## config.mk

```make
export PLATFORM = sky130hd
export DESIGN_NAME = isfs_sequencer
export DESIGN_NICKNAME = d
export VERILOG_FILES = /design/src/core/isfs_sequencer.v
export VERILOG_INCLUDE_DIRS = /design/src /design/src/core
export SDC_FILE = /design/constraint.sdc
export NUM_CORES = 1
export LEC_CHECK = 0
export ABC_AREA = 1
export BUFFER_PORTS_ARGS = -buffer_cell sky130_fd_sc_hd__buf_2
export CAP_MARGIN = 20
export CORE_ASPECT_RATIO = 0.8
export CORE_MARGIN = 5
export CORE_UTILIZATION = 54
export CTS_CLUSTER_DIAMETER = 40
export DETAILED_ROUTE_END_ITERATION = 6
export GPL_ROUTABILITY_DRIVEN = 0
export HOLD_SLACK_MARGIN = 0.06
export PLACE_DENSITY_LB_ADDON = 0.3
export SKIP_LAST_GASP = 1
export SYNTH_ARGS = -nofsm -noshare
export SYNTH_HDL_FRONTEND = slang
export SYNTH_SLANG_ARGS = --single-unit
```

## constraint.sdc

```tcl
create_clock -name i_sys_clk -period 1.9 [get_ports i_sys_clk]
set_input_delay 0.38 -clock i_sys_clk [delete_from_list [all_inputs] [get_ports i_sys_clk]]
set_output_delay 0.38 -clock i_sys_clk [all_outputs]
set_load 0.05 [all_outputs]
```

## src/core/isfs_defs.vh

```
// Constants for the isolated supply fault sequencer.
`ifndef ISFS_DEFS_VH
`define ISFS_DEFS_VH

`define ISFS_CLK_HZ            40000000
`define ISFS_SS_TIMEOUT_US     28400
`define ISFS_SS_TIMEOUT_CYC    ((`ISFS_SS_TIMEOUT_US * (`ISFS_CLK_HZ / 1000000)))
`define ISFS_SS_STEP_US        128
`define ISFS_SS_STEP_CYC       (`ISFS_SS_STEP_US * (`ISFS_CLK_HZ / 1000000))
`define ISFS_SS_STEPS          3'h7
`define ISFS_DUTY_W            3
`define ISFS_DUTY_START        3'h1
`define ISFS_DUTY_FULL         3'h4
`define ISFS_REF_W             3
`define ISFS_REF_FULL          3'h7

`define ISFS_ST_DISABLE        3'h0
`define ISFS_ST_SOFTSTART      3'h1
`define ISFS_ST_NORMAL         3'h2
`define ISFS_ST_AUTO_PROT      3'h3
`define ISFS_ST_LATCHED        3'h4

`define ISFS_CAUSE_W           3
`define ISFS_CAUSE_UV          0
`define ISFS_CAUSE_OV          1
`define ISFS_CAUSE_OT          2

`endif

```

## src/core/isfs_sequencer.v

```verilog
// Mode controller and protection latch for an isolated supply module.
//
// Functional notes
// - Input overvoltage stops switching at once; no energy goes across.
// - After input overvoltage recovers, soft start if enabled, else stay disabled.
// - Input overvoltage entry or exit never clears a latched protection.
// - Feedback undervoltage on either rail halts switching and releases power good.
// - Undervoltage masked during soft start; checked again when soft start completes.
// - Undervoltage latches off; only supply cycle or enable toggle clears it.
// - Feedback overvoltage, set ten percent above target, stops switching immediately.
// - Fail-safe rail overvoltage above 31 V shuts down immediately.
// - Both overvoltage trips enter the latched-off protection state.
// - Overload is caught as undervoltage from output sag, then latched off.
// - Either thermal trip stops switching, releases power good and latches off.
// - Thermal latch clears only when cool, then supply cycle or enable toggle.
// - Disable mode keeps outputs off and waits for enable high.
// - Soft start raises references gradually; burst duty steps up until bias is ok, then goes full.
// - After input fault clears: disable if enable low, else soft start to normal.
// - Latched state holds after fault clears until supply reset or enable toggle.
// - Undriven enable reads low; the host should drive it.
// - Power good low and regulating only when input valid, enabled, fault free.
// - Soft start ends after 8 steps of 128 us, before the 28.4 ms no-bias timeout can latch off.
`timescale 1ns/10ps
`include "isfs_defs.vh"

module isfs_sequencer #(
    parameter SS_TIMEOUT_CYC = `ISFS_SS_TIMEOUT_CYC,
    parameter SS_STEP_CYC    = `ISFS_SS_STEP_CYC
) (
    input  wire                     i_sys_clk,
    input  wire                     i_rstn,
    input  wire                     i_converter_enable_in,
    input  wire                     i_input_uvlo,
    input  wire                     i_input_analog_uvlo,
    input  wire                     i_input_over_lockout,
    input  wire                     i_high_rail_uv_fall,
    input  wire                     i_high_rail_uv_rise_ok,
    input  wire                     i_low_rail_uv_fall,
    input  wire                     i_low_rail_uv_rise_ok,
    input  wire                     i_high_rail_ov,
    input  wire                     i_low_rail_ov,
    input  wire                     i_failsafe_over_threshold,
    input  wire                     i_bias_ok,
    input  wire                     i_primary_thermal_trip,
    input  wire                     i_secondary_thermal_trip,
    output reg                      o_switch_en,
    output reg                      o_power_good_n_oe,
    output reg                      o_power_good_n_out,
    output reg  [`ISFS_DUTY_W-1:0]  o_burst_duty,
    output reg  [`ISFS_REF_W-1:0]   o_ref_step,
    output reg  [2:0]               o_mode,
    output reg  [`ISFS_CAUSE_W-1:0] o_latch_cause
);

    localparam NSYNC = 13;
    localparam [2:0] ST_DISABLE   = `ISFS_ST_DISABLE;
    localparam [2:0] ST_SOFTSTART = `ISFS_ST_SOFTSTART;
    localparam [2:0] ST_NORMAL    = `ISFS_ST_NORMAL;
    localparam [2:0] ST_AUTO_PROT = `ISFS_ST_AUTO_PROT;
    localparam [2:0] ST_LATCHED   = `ISFS_ST_LATCHED;
    localparam [20:0] SS_TO       = SS_TIMEOUT_CYC[20:0];
    localparam [12:0] STEP_CYC    = SS_STEP_CYC[12:0];
    localparam [2:0] REF_LAST     = `ISFS_SS_STEPS;

    wire [NSYNC-1:0] raw_in;
    reg  [NSYNC-1:0] meta_q;
    reg  [NSYNC-1:0] sync_q;

    // Enable sits in the top bit and the two thermal trips in the lowest two bits.
    assign raw_in = {i_converter_enable_in, i_input_uvlo, i_input_analog_uvlo, i_input_over_lockout,
                     i_high_rail_uv_fall, i_high_rail_uv_rise_ok, i_low_rail_uv_fall, i_low_rail_uv_rise_ok,
                     i_high_rail_ov, i_low_rail_ov, i_failsafe_over_threshold,
                     i_primary_thermal_trip, i_secondary_thermal_trip};

    // The pin is assumed to resolve an open enable to low before reaching here.
    genvar g;
    generate
        for (g = 0; g < NSYNC; g = g + 1) begin : g_sync
            always @(posedge i_sys_clk) begin
                if (!i_rstn) begin
                    meta_q[g] <= 1'b0;
                    sync_q[g] <= 1'b0;
                end else begin
                    meta_q[g] <= raw_in[g];
                    sync_q[g] <= meta_q[g];
                end
            end
        end
    endgenerate

    // Bias threshold is used only as a level inside soft start; synchronized separately.
    reg bias_meta_q;
    reg bias_q;

    wire ena       = sync_q[12];
    wire uvlo      = sync_q[11];
    wire ana_uvlo  = sync_q[10];
    wire input_over_lockout      = sync_q[9];
    wire uv_now    = sync_q[8] | sync_q[6];
    wire uv_ok     = sync_q[7] & sync_q[5];
    wire ov_fb     = sync_q[4] | sync_q[3];
    wire ov_fs     = sync_q[2];
    wire ot_now    = sync_q[1] | sync_q[0];
    wire input_bad = uvlo | input_over_lockout;

    reg  [2:0]  state_q;
    reg  [2:0]  state_d;
    reg         ena_q;
    reg         ena_low_seen_q;
    // Cause bits remember which latched fault is pending across auto protection.
    reg  [2:0]  cause_q;
    reg  [2:0]  cause_d;
    // Wide enough to hold the full default soft-start timeout.
    reg  [20:0] ss_cnt_q;
    reg  [12:0] step_cnt_q;
    reg  [2:0]  ref_q;
    reg  [2:0]  duty_q;

    function is_running;
        input [2:0] st;
        begin
            is_running = (st == ST_SOFTSTART) || (st == ST_NORMAL);
        end
    endfunction

    wire ss_done     = (ref_q == REF_LAST) && (step_cnt_q == STEP_CYC - 13'h0001);
    // The timeout is measured from soft-start entry, not from the loss of bias.
    wire ss_timeout  = (ss_cnt_q == SS_TO - 21'h00_0001) && !bias_q;
    wire ena_rise    = ena & ~ena_q;
    // A latch is released by the analog supply reset or a low-then-high enable toggle.
    wire latch_clear = ana_uvlo | (ena_rise & ena_low_seen_q);
    // A thermal latch may not clear while either stage is still hot.
    wire ot_block    = cause_q[`ISFS_CAUSE_OT] & ot_now;

    always @* begin
        state_d = state_q;
        cause_d = cause_q;
        case (state_q)
            ST_DISABLE: begin
                // Outputs stay off here; only enable starts a soft start.
                if (input_bad) begin
                    state_d = ST_AUTO_PROT;
                end else if (ena) begin
                    state_d = ST_SOFTSTART;
                end
            end
            ST_SOFTSTART, ST_NORMAL: begin
                // Input lockout outranks the latched faults and records no cause.
                if (input_bad) begin
                    state_d = ST_AUTO_PROT;
                end else if (ot_now) begin
                    state_d = ST_LATCHED;
                    cause_d[`ISFS_CAUSE_OT] = 1'b1;
                end else if (ov_fb | ov_fs) begin
                    state_d = ST_LATCHED;
                    cause_d[`ISFS_CAUSE_OV] = 1'b1;
                end else if (state_q == ST_NORMAL && uv_now) begin
                    state_d = ST_LATCHED;
                    cause_d[`ISFS_CAUSE_UV] = 1'b1;
                end else if (state_q == ST_SOFTSTART && ss_timeout) begin
                    state_d = ST_LATCHED;
                    cause_d[`ISFS_CAUSE_UV] = 1'b1;
                end else if (state_q == ST_SOFTSTART && ss_done) begin
                    if (uv_ok) begin
                        state_d = ST_NORMAL;
                    end else begin
                        state_d = ST_LATCHED;
                        cause_d[`ISFS_CAUSE_UV] = 1'b1;
                    end
                end else if (!ena) begin
                    state_d = ST_DISABLE;
                end
            end
            ST_AUTO_PROT: begin
                // A remembered cause sends the machine back to latched once the input recovers.
                if (ana_uvlo && !ot_block) begin
                    cause_d = 3'h0;
                end
                if (!input_bad) begin
                    if (cause_d != 3'h0) begin
                        state_d = ST_LATCHED;
                    end else if (ena) begin
                        state_d = ST_SOFTSTART;
                    end else begin
                        state_d = ST_DISABLE;
                    end
                end
            end
            ST_LATCHED: begin
                // Input overvoltage only parks the machine; the cause is kept.
                if (latch_clear && !ot_block) begin
                    cause_d = 3'h0;
                    if (input_bad) begin
                        state_d = ST_AUTO_PROT;
                    end else if (ena) begin
                        state_d = ST_SOFTSTART;
                    end else begin
                        state_d = ST_DISABLE;
                    end
                end else if (input_over_lockout) begin
                    state_d = ST_AUTO_PROT;
                end
            end
            default: begin
                state_d = ST_DISABLE;
            end
        endcase
    end

    // A fresh soft start shows its first duty and reference step on the entry edge.
    wire       ss_entry = (state_d == ST_SOFTSTART) && (state_q != ST_SOFTSTART);
    reg  [2:0] duty_out_d;
    reg  [2:0] ref_out_d;

    always @* begin
        duty_out_d = 3'h0;
        ref_out_d  = 3'h0;
        if (ss_entry) begin
            duty_out_d = `ISFS_DUTY_START;
            ref_out_d  = 3'h0;
        end else if (state_d == ST_NORMAL) begin
            duty_out_d = duty_q;
            ref_out_d  = REF_LAST;
        end else if (state_d == ST_SOFTSTART) begin
            duty_out_d = duty_q;
            ref_out_d  = ref_q;
        end
    end

    // The timeout counter stops at its last count, so a long soft start cannot wrap it.
    always @(posedge i_sys_clk) begin
        if (!i_rstn) begin
            ss_cnt_q   <= 21'h00_0000;
            step_cnt_q <= 13'h0000;
            ref_q      <= 3'h0;
            duty_q     <= 3'h0;
        end else if (ss_entry) begin
            ss_cnt_q   <= 21'h00_0000;
            step_cnt_q <= 13'h0000;
            ref_q      <= 3'h0;
            duty_q     <= `ISFS_DUTY_START;
        end else if (state_q == ST_SOFTSTART) begin
            if (ss_cnt_q != SS_TO - 21'h00_0001) begin
                ss_cnt_q <= ss_cnt_q + 21'h00_0001;
            end
            if (step_cnt_q == STEP_CYC - 13'h0001) begin
                step_cnt_q <= 13'h0000;
                if (ref_q != REF_LAST) begin
                    ref_q <= ref_q + 3'h1;
                end
                if (!bias_q && duty_q != `ISFS_DUTY_FULL) begin
                    duty_q <= duty_q + 3'h1;
                end
            end else begin
                step_cnt_q <= step_cnt_q + 13'h0001;
            end
            if (bias_q) begin
                duty_q <= `ISFS_DUTY_FULL;
            end
        end
    end

    always @(posedge i_sys_clk) begin
        if (!i_rstn) begin
            bias_meta_q        <= 1'b0;
            bias_q             <= 1'b0;
            state_q            <= ST_DISABLE;
            cause_q            <= 3'h0;
            ena_q              <= 1'b0;
            ena_low_seen_q     <= 1'b0;
            o_switch_en        <= 1'b0;
            o_power_good_n_oe  <= 1'b0;
            o_power_good_n_out <= 1'b0;
            o_burst_duty       <= 3'h0;
            o_ref_step         <= 3'h0;
            o_mode             <= ST_DISABLE;
            o_latch_cause      <= 3'h0;
        end else begin
            bias_meta_q <= i_bias_ok;
            bias_q      <= bias_meta_q;
            state_q     <= state_d;
            cause_q     <= cause_d;
            ena_q       <= ena;
            if (state_q == ST_LATCHED) begin
                // Only a low seen while latched counts toward the clearing toggle.
                ena_low_seen_q <= ena_low_seen_q | ~ena;
            end else begin
                ena_low_seen_q <= 1'b0;
            end
            o_switch_en        <= is_running(state_d);
            o_power_good_n_oe  <= (state_d == ST_NORMAL);
            o_power_good_n_out <= 1'b0;
            o_burst_duty       <= duty_out_d;
            o_ref_step         <= ref_out_d;
            o_mode             <= state_d;
            o_latch_cause      <= cause_d;
        end
    end

endmodule // isfs_sequencer

```

==> metrics.cfg <==
[timing]
maxSlewViolCount = 0
fmax_ghz = 0.501
worst_slack_ps = -94.3
rsz0062_at_grt = yes
relSlewSlack_pct = 64.9
fin_crit_ps = 1990
period_share_pct = 105
fin_skew_ps = 5.63
hold_violations = 0
tightest_slew_ps = 527
finalSetupViolations = 46

[critical_path]
crit_chain = nor2_1 -> nand2_1 -> nor2_2 -> nand4_1 -> nand2_1 -> nor2_2 -> nand2_2 -> buf_6 -> nand2_4 -> nand2_4 -> inv_2 -> nor2_4 -> nor2_4
r2r_slack_ps = -90
cp_slowest_cell = dfxtp_1
r2r-start = ss_cnt_q[17]
cp-end-kind = register
crit_start = ss_cnt_q[17]
crit_path_max_fanout = 4
arrival_ps = 2250
critPathKind = register to register
r2r-end = o_ref_step[1]
critPathMaxStageDelay_ps = 370
startpoint_type = register
crit_end = o_ref_step[1]
worst_r2r_path_depth = 13
cp.required_ps = 2150

[finish]
nNetsFinal = 663
instances_no_fill = 733
layout_common_cells = 106 x nand2_1, 92 x inv_1, 73 x dfxtp_1
final_common_cell = nand2_1
antennaDiodeCount = 0
syn_to_final_growth_pct = 32.6
drive_gt1_share_pct = 31.4

[detailed_routing]
num_vias = 3831
wl_per_cell_um = 14.3
drt-initial-drc-count = 288
drt_first_pass_iters = 5
vias_per_cell = 5.23
drcViolationCount = 0
drt_wl_total_mm = 10.5
postRouteAntennaNets = 0

[status]
failed_checks = setup timing
outcome = finished, violations left

[global_route]
grtUsageTotal_pct = 20.7
antenna_found_initial = 0
grt_overflow = 0
grt_pass1_vias = 3574
grt_pass1_wl_mm = 15.6
grt_max_degree = 21

[floorplanning]
die_area_um2 = 9090
start_util_pct = 56.2
die_x_um = 105
io_pins = 31
fp-row-count = 27
core_area_um2 = 6990
die-height_um = 86.3

[placed_design]
dpl.hpwl_mm = 6.18
place_ws_ps = -52.8
dp.cells = 695
portBuffers = 29

[synth]
avgSynthCellArea_um2 = 7.07
syn_nets = 578
ys_seq_area_share_pct = 42.8
ys_warn_count = 0
netlist_area_um2 = 3930
syn-instance-count = 556
ys_types = 38
yosys_register_bits = 84

[clock_tree]
clkTransAtPathRegs_ps = 80
cts_inserted_buffers = 9
cts-root-buf = clkbuf_8
htreeDepth = 3
clkLatencyLatePin_ps = 360
cts.sinks = 84
cts_buffer_depth = 2
tritoncts = yes

[job]
maxCapViolCount = 0

[pwr]
powerDensity_nw_per_um2 = 783
vdd_drop_max_uv = 618
power.leakage_nw = 2.31

[worst_hold_path]
hold_class = input pin to register

worst max-delay path, delay by kind of cell (launching register included):
family                 cells  cell delay, ps
DFF                        1             370
and+or+nand+nor           11            1310
buffers and inverters      2             210
area by class of cell:
cell class	instances	area [um2]
Multi-Input combinational cell	365	2160
Fill cell	463	1780
Sequential cell	84	1700
Timing Repair Buffer	83	648
Inverter	98	370
Clock buffer	9	124
Tap cell	87	109
Clock inverter	7	98.8
Yosys cell counts, drive strengths merged:
master	instances	share of area [%]
o2111a	1	0.29
nand3	21	2.8
nand2	122	12
xor2	21	4.7
nor3b	1	0.19
o221ai	1	0.22
nand3b	1	0.19
conb	1	0.095
mux2i	1	0.25
ha	6	1.9
or2	3	0.48
o31ai	1	0.19
dfxtp	84	43
nor2	108	11
nand4	16	2.9
a31o	1	0.22
nor3	12	1.5
clkbuf	1	0.095
o2111ai	1	0.22
a21boi	1	0.29
inv	98	9.4
xnor2	7	1.6
a22oi	1	0.19
buf	9	1.8
a21oi	10	1.3
nor4	2	0.32
a31oi	3	0.48
o21ai	22	2.8
how the worst min path moves through the flow:
stage                     cells past startpoint  slack [ps]                   start   endpoint
after floorplan                               2         390              meta_q[10]   ana_uvlo
after global placement                        2         390               meta_q[5]  sync_q[5]
after detailed placement                      2         400               meta_q[3]  sync_q[3]
after CTS                                     3         190           i_low_rail_ov  meta_q[3]
after global routing                          3         200  i_primary_thermal_trip  meta_q[1]
final                                         3         200           i_low_rail_ov  meta_q[3]
power by group:
part	switching (mW)	leakage, nW	internal (mW)
Clock	0.648	0.0981	0.743
Combinational	0.512	1.52	0.295
Sequential	0.0470	0.690	1.83
Total	1.21	2.31	2.87
per-stage QoR:
step	utilization, %	hold slack (ps)	cell area [um2]	power [mW]	setup TNS, ps
floorplan	-	390	3930	2.32	0
CTS	69.6	189	4870	3.95	-35.4
global placement	62.6	393	4370	2.47	0
detailed placement	62.6	395	4370	2.49	-1030
global route	74.5	198	5210	4.25	-6890
finish	74.5	201	5210	4.08	-2780
layer usage:
| metal | wire [um] | global-route usage (%) | up-vias |
|---|---|---|---|
| li1 | - | - | 1886 |
| met1 | 4320 | 25.3 | 1732 |
| met2 | 5120 | 36.5 | 176 |
| met3 | 686 | 4.39 | 37 |
| met4 | 342 | 7.15 | 0 |
| met5 | 0 | 0 | - |
timing repair:
action                                  in CTS  in global routing
endpoints found under the setup margin      44                 49
resized for setup                           45                 76
hold buffers                                 0                  0
buffers inserted                            10                  7
cloned                                       2                  3
pin swaps                                   20                 21
sequential cells by signal (all words and copies together) (netlist names), 3 cells and up:
register	count
o_ref_step	3
state_q	3
ss_cnt_q	21
meta_q	13
ref_q	3
sync_q	8
cause_q	3
duty_q	3
o_burst_duty	3
step_cnt_q	13
cells by family after synthesis:
group	after synthesis	synth area share [%]
simple gates	286	31.3
buf+inv	108	11.2
flops	84	42.8
compound gates	42	6.18
xor+xnor	28	6.24
fa+ha+maj	6	1.91
other cells	1	0.0954
mux	1	0.255
Power figures use the tool's default switching activity.
